`config.mk`:
```
export PLATFORM = sky130hd
export DESIGN_NAME = tcc_unit
export DESIGN_NICKNAME = d
export VERILOG_FILES = /design/src/rtl/tcc_pkg.sv /design/src/rtl/tcc_pin_sync.sv /design/src/rtl/tcc_unit.sv
export SDC_FILE = /design/constraint.sdc
export NUM_CORES = 1
export LEC_CHECK = 0
export BUFFER_PORTS_ARGS = -buffer_cell sky130_fd_sc_hd__buf_2
export CORE_UTILIZATION = 50
export CTS_CLUSTER_DIAMETER = 200
export DETAILED_ROUTE_END_ITERATION = 8
export GPL_TIMING_DRIVEN = 1
export PLACE_DENSITY = 0.9
export SKIP_LAST_GASP = 1
export SYNTH_ARGS = -nofsm -noshare
export SYNTH_HDL_FRONTEND = slang
export SYNTH_SLANG_ARGS = --single-unit
```
`constraint.sdc`:
```
create_clock -name clk_in -period 2.7 [get_ports clk_in]
set_input_delay 0.27 -clock clk_in [delete_from_list [all_inputs] [get_ports clk_in]]
set_output_delay 0.27 -clock clk_in [all_outputs]
set_load 0.03 [all_outputs]
```
`src/rtl/tcc_pkg.sv`:
```
// Shared constants for the timer capture/compare unit.
package tcc_pkg;

    // ====================
    // Register map, byte addresses on the register bus
    localparam int         ADDR_W         = 5;
    localparam logic [4:0] ADDR_CONTROL   = 5'h00;
    localparam logic [4:0] ADDR_LOW_BYTE  = 5'h04;
    localparam logic [4:0] ADDR_HIGH_BYTE = 5'h08;
    localparam logic [4:0] ADDR_STATUS    = 5'h0C;
    localparam logic [4:0] ADDR_MASK      = 5'h10;
    localparam logic [4:0] ADDR_PORT      = 5'h14;

    // ====================
    // Fields and reset values
    localparam int         TIMER_W        = 16;
    localparam logic [7:0] CONTROL_RESET  = 8'h00;
    localparam logic [7:0] CONTROL_WMASK  = 8'hBF;
    localparam int         MODE_LSB       = 0;
    localparam int         FLAG_BIT       = 0;
    localparam int         ENABLE_BIT     = 0;
    localparam int         PORT_DIR_BIT   = 0;
    localparam int         PORT_DATA_BIT  = 1;
    localparam logic       DIR_RESET      = 1'h1;
    localparam logic       DATA_RESET     = 1'h0;

    // ====================
    // Mode select field codes
    localparam logic [3:0] MODE_OFF       = 4'h0;
    localparam logic [3:0] MODE_CMP_TOG   = 4'h2;
    localparam logic [3:0] MODE_CAP_FALL  = 4'h4;
    localparam logic [3:0] MODE_CAP_RISE  = 4'h5;
    localparam logic [3:0] MODE_CAP_4TH   = 4'h6;
    localparam logic [3:0] MODE_CAP_16TH  = 4'h7;
    localparam logic [3:0] MODE_CMP_SET   = 4'h8;
    localparam logic [3:0] MODE_CMP_CLR   = 4'h9;
    localparam logic [3:0] MODE_CMP_SWI   = 4'hA;
    localparam logic [3:0] MODE_CMP_SPEC  = 4'hB;

    // ====================
    // Prescaler terminal counts
    localparam logic [1:0] PRESC_LAST_4   = 2'h3;
    localparam logic [3:0] PRESC_LAST_16  = 4'hF;

    // ====================
    // Bus responses
    localparam logic [1:0] RESP_OKAY      = 2'h0;
    localparam logic [1:0] RESP_SLVERR    = 2'h2;

endpackage

```
`src/rtl/tcc_pin_sync.sv`:
```
// Three-stage pin synchroniser with agreement filter.
`timescale 1ns/1ps

module tcc_pin_sync (
    input  wire logic clk_in,
    input  wire logic rst_in,
    input  wire logic pin_in,
    output logic      level_out
);

    logic sync1_r;
    logic sync2_r;
    logic sync3_r;
    logic level_r;
    logic level_nxt;

    // A level change is accepted only once stages two and three agree.
    always_comb begin
        level_nxt = (sync2_r == sync3_r) ? sync3_r : level_r;
    end

    always_ff @(posedge clk_in) begin
        if (rst_in) begin
            sync1_r <= 1'b0;
            sync2_r <= 1'b0;
            sync3_r <= 1'b0;
            level_r <= 1'b0;
        end else begin
            sync1_r <= pin_in;
            sync2_r <= sync1_r;
            sync3_r <= sync2_r;
            level_r <= level_nxt;
        end
    end

    assign level_out = level_r;

endmodule

```
`src/rtl/tcc_unit.sv`:
```
// Timer capture/compare unit with AXI4-Lite register slave.
// Function
// RQ1: Capture copies timer count into holding pair.
// RQ2: Mode picks falling, rising, 4th, 16th edge.
// RQ3: Capture sets interrupt flag; software clears it.
// RQ4: Newer capture overwrites unread holding value.
// RQ5: Software should set pin as input.
// RQ6: Port write on output pin can capture.
// RQ7: Timer must run synchronously to this clock.
// RQ8: Mode change may raise flag; software clears.
// RQ9: Prescaler cleared when off, non-capture, reset.
// RQ10: Prescaler switch keeps count; software writes zero.
// RQ11: Compare each cycle; match toggles, sets, clears.
// RQ12: Every compare match sets interrupt flag.
// RQ13: Holding pair keeps contents across resets.
// RQ14: Software interrupt mode leaves pin alone.
// RQ15: Special trigger resets timer, starts conversion.
// RQ16: Timer reset at next tick if match holds.
// RQ17: Control write of zero clears compare latch.
// RQ18: Pin synchronised; one event per edge.
// RQ19: Control zero means off: pin released, idle.
//
// The AXI4-Lite interface to the registers and the placing of the registers are this design's own decisions.
`timescale 1ns/1ps

module tcc_unit (
    input  wire logic                       clk_in,
    input  wire logic                       rst_in,
    input  wire logic [tcc_pkg::ADDR_W-1:0] s_axi_awaddr_in,
    input  wire logic                       s_axi_awvalid_in,
    output logic                            s_axi_awready_out,
    input  wire logic [31:0]                s_axi_wdata_in,
    input  wire logic [3:0]                 s_axi_wstrb_in,
    input  wire logic                       s_axi_wvalid_in,
    output logic                            s_axi_wready_out,
    output logic [1:0]                      s_axi_bresp_out,
    output logic                            s_axi_bvalid_out,
    input  wire logic                       s_axi_bready_in,
    input  wire logic [tcc_pkg::ADDR_W-1:0] s_axi_araddr_in,
    input  wire logic                       s_axi_arvalid_in,
    output logic                            s_axi_arready_out,
    output logic [31:0]                     s_axi_rdata_out,
    output logic [1:0]                      s_axi_rresp_out,
    output logic                            s_axi_rvalid_out,
    input  wire logic                       s_axi_rready_in,
    input  wire logic                       pin_in,
    output logic                            pin_out,
    output logic                            pin_oe_n_out,
    input  wire logic [tcc_pkg::TIMER_W-1:0] timer_count_in,
    input  wire logic                       timer_tick_in,
    output logic                            timer_reset_out,
    output logic                            special_event_out,
    input  wire logic                       adc_enable_in,
    output logic                            adc_start_out,
    output logic                            irq_out
);

    // ====================
    // State
    logic [tcc_pkg::ADDR_W-1:0]  aw_addr_r, aw_addr_nxt;
    logic [7:0]                  w_byte_r, w_byte_nxt;
    logic                        w_lane_r, w_lane_nxt;
    logic                        aw_held_r, aw_held_nxt;
    logic                        w_held_r, w_held_nxt;
    logic                        bvalid_r, bvalid_nxt;
    logic [1:0]                  bresp_r, bresp_nxt;
    logic                        rvalid_r, rvalid_nxt;
    logic [1:0]                  rresp_r, rresp_nxt;
    logic [31:0]                 rdata_r, rdata_nxt;
    logic [7:0]                  ctrl_r, ctrl_nxt;
    logic [tcc_pkg::TIMER_W-1:0] hold_r, hold_nxt;
    logic                        flag_r, flag_nxt;
    logic                        enable_r, enable_nxt;
    logic                        dir_r, dir_nxt;
    logic                        port_r, port_nxt;
    logic [3:0]                  presc_r, presc_nxt;
    logic                        eff_prev_r, eff_prev_nxt;
    logic                        match_prev_r, match_prev_nxt;
    logic                        cmp_latch_r, cmp_latch_nxt;

    logic [3:0] mode;
    logic       is_capture;
    logic       unit_drives;
    logic       pin_level;
    logic       eff_level;
    logic       pin_rise;
    logic       pin_fall;
    logic       cap_event;
    logic       match;
    logic       match_evt;
    logic       wr_fire;
    logic       wr_en;
    logic       wr_ok;
    logic       flag_clear;

    tcc_pin_sync u_sync (
        .clk_in    (clk_in),
        .rst_in    (rst_in),
        .pin_in    (pin_in),
        .level_out (pin_level)
    );

    // ====================
    // Mode decode and pin path
    assign mode        = ctrl_r[tcc_pkg::MODE_LSB +: 4];
    assign is_capture  = (mode == tcc_pkg::MODE_CAP_FALL) || (mode == tcc_pkg::MODE_CAP_RISE)
                      || (mode == tcc_pkg::MODE_CAP_4TH)  || (mode == tcc_pkg::MODE_CAP_16TH);
    // Only toggle, set and clear modes own the pin; trigger modes never do.
    assign unit_drives = (mode == tcc_pkg::MODE_CMP_TOG) || (mode == tcc_pkg::MODE_CMP_SET)
                      || (mode == tcc_pkg::MODE_CMP_CLR); // RQ14 RQ15 RQ19
    assign pin_out      = unit_drives ? cmp_latch_r : port_r;
    assign pin_oe_n_out = dir_r;
    // An output pin is watched at its driven value, so a port write can capture.
    assign eff_level = dir_r ? pin_level : pin_out; // RQ6 RQ18
    assign pin_rise  = eff_level && !eff_prev_r; // RQ18
    assign pin_fall  = !eff_level && eff_prev_r; // RQ18
    // The timer count is used unsynchronised: it must share this clock.
    assign match     = !is_capture && (mode != tcc_pkg::MODE_OFF) && (mode[3:2] != 2'h3)
                    && (mode != 4'h1) && (mode != 4'h3)
                    && (hold_r == timer_count_in); // RQ7 RQ11
    assign match_evt = match && !match_prev_r; // RQ11

    assign special_event_out = match && (mode == tcc_pkg::MODE_CMP_SPEC); // RQ15 RQ16
    assign timer_reset_out   = special_event_out && timer_tick_in; // RQ16
    assign adc_start_out     = match_evt && (mode == tcc_pkg::MODE_CMP_SPEC)
                            && adc_enable_in; // RQ15
    assign irq_out           = flag_r && enable_r;

    // ====================
    // Bus handshake
    assign s_axi_awready_out = !aw_held_r && !bvalid_r;
    assign s_axi_wready_out  = !w_held_r && !bvalid_r;
    assign s_axi_bvalid_out  = bvalid_r;
    assign s_axi_bresp_out   = bresp_r;
    assign s_axi_arready_out = !rvalid_r;
    assign s_axi_rvalid_out  = rvalid_r;
    assign s_axi_rresp_out   = rresp_r;
    assign s_axi_rdata_out   = rdata_r;

    assign wr_fire = aw_held_r && w_held_r && !bvalid_r;
    assign wr_ok   = (aw_addr_r == tcc_pkg::ADDR_CONTROL) || (aw_addr_r == tcc_pkg::ADDR_LOW_BYTE)
                  || (aw_addr_r == tcc_pkg::ADDR_HIGH_BYTE) || (aw_addr_r == tcc_pkg::ADDR_STATUS)
                  || (aw_addr_r == tcc_pkg::ADDR_MASK) || (aw_addr_r == tcc_pkg::ADDR_PORT);
    assign wr_en   = wr_fire && w_lane_r && wr_ok;
    assign flag_clear = wr_en && (aw_addr_r == tcc_pkg::ADDR_STATUS)
                     && w_byte_r[tcc_pkg::FLAG_BIT];

    always_comb begin
        aw_addr_nxt = aw_addr_r;
        aw_held_nxt = aw_held_r;
        w_byte_nxt  = w_byte_r;
        w_lane_nxt  = w_lane_r;
        w_held_nxt  = w_held_r;
        bvalid_nxt  = bvalid_r;
        bresp_nxt   = bresp_r;
        rvalid_nxt  = rvalid_r;
        rresp_nxt   = rresp_r;
        rdata_nxt   = rdata_r;
        if (s_axi_awvalid_in && s_axi_awready_out) begin
            aw_addr_nxt = s_axi_awaddr_in;
            aw_held_nxt = 1'b1;
        end
        if (s_axi_wvalid_in && s_axi_wready_out) begin
            w_byte_nxt = s_axi_wdata_in[7:0];
            w_lane_nxt = s_axi_wstrb_in[0];
            w_held_nxt = 1'b1;
        end
        if (wr_fire) begin
            aw_held_nxt = 1'b0;
            w_held_nxt  = 1'b0;
            bvalid_nxt  = 1'b1;
            bresp_nxt   = wr_ok ? tcc_pkg::RESP_OKAY : tcc_pkg::RESP_SLVERR;
        end else if (bvalid_r && s_axi_bready_in) begin
            bvalid_nxt = 1'b0;
        end
        if (s_axi_arvalid_in && s_axi_arready_out) begin
            rvalid_nxt = 1'b1;
            rresp_nxt  = tcc_pkg::RESP_OKAY;
            rdata_nxt  = 32'h0000_0000;
            unique case (s_axi_araddr_in)
                tcc_pkg::ADDR_CONTROL:   rdata_nxt[7:0] = ctrl_r;
                tcc_pkg::ADDR_LOW_BYTE:  rdata_nxt[7:0] = hold_r[7:0];
                tcc_pkg::ADDR_HIGH_BYTE: rdata_nxt[7:0] = hold_r[15:8];
                tcc_pkg::ADDR_STATUS:    rdata_nxt[tcc_pkg::FLAG_BIT] = flag_r;
                tcc_pkg::ADDR_MASK:      rdata_nxt[tcc_pkg::ENABLE_BIT] = enable_r;
                tcc_pkg::ADDR_PORT: begin
                    rdata_nxt[tcc_pkg::PORT_DIR_BIT]  = dir_r;
                    rdata_nxt[tcc_pkg::PORT_DATA_BIT] = port_r;
                end
                default:                 rresp_nxt = tcc_pkg::RESP_SLVERR;
            endcase
        end else if (rvalid_r && s_axi_rready_in) begin
            rvalid_nxt = 1'b0;
        end
    end

    // ====================
    // Capture, compare and register updates
    always_comb begin
        cap_event      = 1'b0;
        presc_nxt      = presc_r;
        eff_prev_nxt   = eff_level;
        match_prev_nxt = match;
        ctrl_nxt       = ctrl_r;
        enable_nxt     = enable_r;
        dir_nxt        = dir_r;
        port_nxt       = port_r;
        hold_nxt       = hold_r;
        cmp_latch_nxt  = cmp_latch_r;
        // Switching between prescaled modes keeps the count on purpose.
        if (!is_capture) begin
            presc_nxt = 4'h0; // RQ9 RQ10 RQ19
        end else begin
            unique case (mode)
                tcc_pkg::MODE_CAP_FALL: cap_event = pin_fall; // RQ2
                tcc_pkg::MODE_CAP_RISE: cap_event = pin_rise; // RQ2
                tcc_pkg::MODE_CAP_4TH: begin
                    cap_event = pin_rise && (presc_r[1:0] == tcc_pkg::PRESC_LAST_4); // RQ2
                end
                default: begin
                    cap_event = pin_rise && (presc_r == tcc_pkg::PRESC_LAST_16); // RQ2
                end
            endcase
            if (pin_rise) begin
                presc_nxt = presc_r + 4'h1;
            end
        end
        if (wr_en) begin
            unique case (aw_addr_r)
                tcc_pkg::ADDR_CONTROL: begin
                    ctrl_nxt = w_byte_r & tcc_pkg::CONTROL_WMASK;
                    if (w_byte_r == 8'h00) begin
                        cmp_latch_nxt = 1'b0; // RQ17
                    end
                end
                tcc_pkg::ADDR_LOW_BYTE:  hold_nxt[7:0]  = w_byte_r;
                tcc_pkg::ADDR_HIGH_BYTE: hold_nxt[15:8] = w_byte_r;
                tcc_pkg::ADDR_MASK:      enable_nxt = w_byte_r[tcc_pkg::ENABLE_BIT];
                tcc_pkg::ADDR_PORT: begin
                    dir_nxt  = w_byte_r[tcc_pkg::PORT_DIR_BIT];
                    port_nxt = w_byte_r[tcc_pkg::PORT_DATA_BIT];
                end
                default: begin
                end
            endcase
        end
        // A capture beats a same-cycle software write to the pair.
        if (cap_event) begin
            hold_nxt = timer_count_in; // RQ1 RQ4
        end
        if (match_evt && !(wr_en && (aw_addr_r == tcc_pkg::ADDR_CONTROL))) begin
            unique case (mode)
                tcc_pkg::MODE_CMP_TOG: cmp_latch_nxt = !cmp_latch_r; // RQ11
                tcc_pkg::MODE_CMP_SET: cmp_latch_nxt = 1'b1; // RQ11
                tcc_pkg::MODE_CMP_CLR: cmp_latch_nxt = 1'b0; // RQ11
                default: begin
                end
            endcase
        end
        // Hardware set wins over a same-cycle software clear.
        flag_nxt = (flag_r && !flag_clear) || cap_event || match_evt; // RQ3 RQ8 RQ12
    end

    always_ff @(posedge clk_in) begin
        if (rst_in) begin
            aw_addr_r    <= '0;
            aw_held_r    <= 1'b0;
            w_byte_r     <= 8'h00;
            w_lane_r     <= 1'b0;
            w_held_r     <= 1'b0;
            bvalid_r     <= 1'b0;
            bresp_r      <= tcc_pkg::RESP_OKAY;
            rvalid_r     <= 1'b0;
            rresp_r      <= tcc_pkg::RESP_OKAY;
            rdata_r      <= 32'h0000_0000;
            ctrl_r       <= tcc_pkg::CONTROL_RESET;
            flag_r       <= 1'b0;
            enable_r     <= 1'b0;
            dir_r        <= tcc_pkg::DIR_RESET;
            port_r       <= tcc_pkg::DATA_RESET;
            presc_r      <= 4'h0; // RQ9
            eff_prev_r   <= 1'b0;
            match_prev_r <= 1'b0;
            cmp_latch_r  <= 1'b0;
        end else begin
            aw_addr_r    <= aw_addr_nxt;
            aw_held_r    <= aw_held_nxt;
            w_byte_r     <= w_byte_nxt;
            w_lane_r     <= w_lane_nxt;
            w_held_r     <= w_held_nxt;
            bvalid_r     <= bvalid_nxt;
            bresp_r      <= bresp_nxt;
            rvalid_r     <= rvalid_nxt;
            rresp_r      <= rresp_nxt;
            rdata_r      <= rdata_nxt;
            ctrl_r       <= ctrl_nxt;
            flag_r       <= flag_nxt;
            enable_r     <= enable_nxt;
            dir_r        <= dir_nxt;
            port_r       <= port_nxt;
            presc_r      <= presc_nxt;
            eff_prev_r   <= eff_prev_nxt;
            match_prev_r <= match_prev_nxt;
            cmp_latch_r  <= cmp_latch_nxt;
        end
    end

    // The holding pair has no reset so it survives every reset.
    always_ff @(posedge clk_in) begin
        hold_r <= hold_nxt; // RQ13
    end
endmodule

```
==> results by group <==
Power
  – Sequential Power Share: 52.3%
  – Total power: 2.04 mW
  – Sw frac: 27.6%
  – Combinational share of power: about an eighth
  – Leak Pwr: between 1.5 and 2 nW
  – Clock power share: 35.4%
  – Pwr Density: 519 nW/µm²
  – Sw Pwr: ~0.56 mW
  – Worst vdd ir: between 0.4 and 0.5 mV
  – Internal power: around 1.5 mW

CTS
  – CTS clk-pin slew, worst paths: around 70 ps
  – CTS tree: built
  – CTS root buf: clkbuf_8
  – Worst skew pair latency: 350 ps
  – CTS Buf Count: 9
  – Clock sinks: 66
  – Hold_buf cts: 0
  – Htree depth: 3
  – Longest Clk Path Bufs: 2

STA
  – Period minus WS final: 2760 ps
  – Hold violation total from the final report: 0
  – Setup ws final: -64.1 ps
  – RSZ-0062 raised after global routing: yes
  – Slew Limit Headroom: 44.3%
  – Clk_skew: 6.10 ps
  – Worst hold slack: 95.9 ps
  – Fmax: 0.362 GHz
  – Final setup fails: 2
  – Final Cycle Share: 102%
  – Worst Tran Pin Value: ~830 ps
  – Max-slew violations: 0

Layout
  – Area growth syn-to-layout: 13.9%
  – Fill cells: 560
  – Area of the multi-input gates: 1750 µm²
  – Nets: 506
  – Seq. cell area: 1480 µm²
  – Layout cells sized above 1: a little over a quarter
  – Fin cells: 514
  – Final Util: 60.5%
  – ANT cells: 0

Job
  – Maxcap violations: 0

Logic synthesis
  – Seq cells post-synth: between 60 and 70
  – Netlist Area Pre-Place: 3450 µm²
  – Post-synth EDFFs: 16
  – Cell variety after synth: 54
  – FFs w/ async S/R, synth: 0%
  – Syn avg cell area: roughly 9.4 µm²
  – Synth top area cells: dfxtp_1 29%, edfxtp_1 14%, buf_4 5.9%
  – Main synth FF type: dfxtp_1
  – Area share of the largest cell type after synthesis: between 20% and 30%
  – Ys Warns: 0
  – Post-synthesis sequential area ratio: ~43%
  – Cell taking the most area after synthesis: dfxtp_1
  – Syn Inst Count: 368

Critical path
  – Crit path kind: reg2out
  – WP data arrival: 2490 ps
  – Critical path required time: 2430 ps
  – CP max stage cell: edfxtp_1
  – Cells along the critical path: xnor2_2 -> nand4_1 -> or3_4 -> nor4_4 -> and4_4 -> and3_1 -> buf_4
  – CP endpoint kind: output port
  – CP Launch Point: hold_r[2]
  – Worst-path maximum fanout: 3
  – CP startpoint kind: register
  – Max incr delay on CP: approximately 450 ps
  – Reg2Reg Launch Point: ctrl_r[3]

Detailed routing
  – Drt total wl: 7510 µm
  – Initial DRC count: 194
  – Routed wire length per instance: between 10 and 15 µm
  – Vias/cell: 5.41
  – Router iterations before antenna repair: 4
  – Total number of vias: 2782
  – DRT antenna net count: 0
  – # DRC: 0

Global routing
  – Met2 Usage GRT: a little over a third
  – First-pass GRT wire length: 11900 µm
  – Gr busiest metal: met2
  – Global route total overflow: 0
  – GR Util met3: 6.91%
  – Pin count of the biggest net entering global routing: 49
  – M1 GR Usage: 27.1%
  – GRT Total Usage: between 20% and 30%
  – Initial antenna violation count: 0
  – Number of global-route vias before repair: 2490

Status
  – Failing checks: negative setup slack
  – Outcome: complete, but fails checks

Placement
  – Placer Congestion: 0.857
  – Post-Place Cells: 496
  – Port bufs: between 60 and 70
  – Post-DP HPWL: ~5400 µm
  – Place WS: 308 ps

Floorplan
  – Core area: 6490 µm²
  – # rows: 29
  – Top Ports: ~120
  – Initial Util: a little over half
  – Die Wd: 85.0 µm
  – Die Y: 85.0 µm
  – Die footprint: 7230 µm²

Hold path
  – Hold Path Class: in2reg
  – Hold_sp: s_axi_rready_in
## kinds of logic (layout without fill, tap and decap cells)
group	after synthesis	count (layout)	share of synthesized area, %
simple gates	136	136	19.8
buf+inv	54	98	9.80
other cells	1	26	0.109
fa+ha+maj	1	1	0.363
mux	33	33	11.3
compound gates	58	58	10.9
flops	66	66	43.0
xor+xnor	19	19	4.83
## registers in the layout, indices dropped and copies added (netlist names), 4 cells and up
name	flops
presc_r	4
aw_addr_r	5
ctrl_r	7
w_byte_r	8
s_axi_rdata_out	8
hold_r	16
## final cells by class
type | count | area share, %
clock buffer | 12 | 3.70
clock inverter | 3 | 0.414
inverter | 9 | 0.860
multi-input combinational | 273 | 44.6
sequential | 66 | 37.7
tap | 77 | 2.45
timing repair buffer | 74 | 10.2
## critical path: cells and delay by family, from the launching register on
kind          cells  cell delay [ps]
flops             1              450
buf+inv           1              150
simple gates      5             1320
xor+xnor          1              210
## power groups by stage
| stage | sequential [mW] | clock, mW | combinational (mW) |
|---|---|---|---|
| floorplan | 1.09 | 0 | 0.202 |
| global placement | 1.09 | 0 | 0.241 |
| detailed placement | 1.09 | 0 | 0.247 |
| CTS | 1.07 | 0.732 | 0.249 |
| global route | 1.07 | 0.778 | 0.273 |
| finish | 1.07 | 0.722 | 0.251 |
## worst paths after layout
| check | endpoint | slack, ps | cells after the start |
|---|---|---|---|
| max | adc_start_out | -60 | 7 |
| min | s_axi_rvalid_out | 100 | 2 |
| min reg2reg | u_sync.sync2_r | 440 | 1 |
| max reg2reg | hold_r[0] | 260 | 7 |
## per-stage QoR
step	TNS, ps	cell area, µm²
2_1_floorplan	0	3540
3_3_place_gp	0	3700
3_5_place_dp	0	3700
4_1_cts	0	3910
5_1_grt	-212	3930
6_report	-97.5	3930
## metal layers
metal  wire length (µm)  up-vias
met5                  0        -
li1                   -     1353
met2               3620      116
met4                126        0
met3                479       15
met1               3280     1298
## synth_stat cells (all sizes together), types with 2 or more instances
cell	count
dfxtp	50
clkbuf	10
nor3	3
o21ai	11
a22oi	8
nand2b	2
inv	9
nor4	6
a21oi	27
and4	2
nor2b	9
nand2	46
or4	2
a211oi	4
edfxtp	16
nor4b	4
and2	5
nor3b	3
xnor2	18
buf	35
or3	2
mux2	16
mux2i	16
nand4	4
nor2	40
nand3	4
## what timing repair did
item	in CTS	in global routing
gates cloned	0	0
setup buffers	2	1
gates resized for setup	6	2
pin swaps	4	1
setup endpoints to repair	2	3
## cell usage in the layout, fill, tap and decap left out, drive strengths merged, types with 4 or more instances in the layout
cell	n
dfxtp	50
inv	10
nor4	6
buf	74
clkbuf	12
o21ai	11
a21oi	27
and2	5
nor4b	4
nor2	40
xnor2	18
a211oi	4
mux2i	16
a22oi	8
mux2	16
nand4	4
nand2	46
nor2b	9
nand3	4
edfxtp	16
conb	26
(Power assumes the default switching activity.)
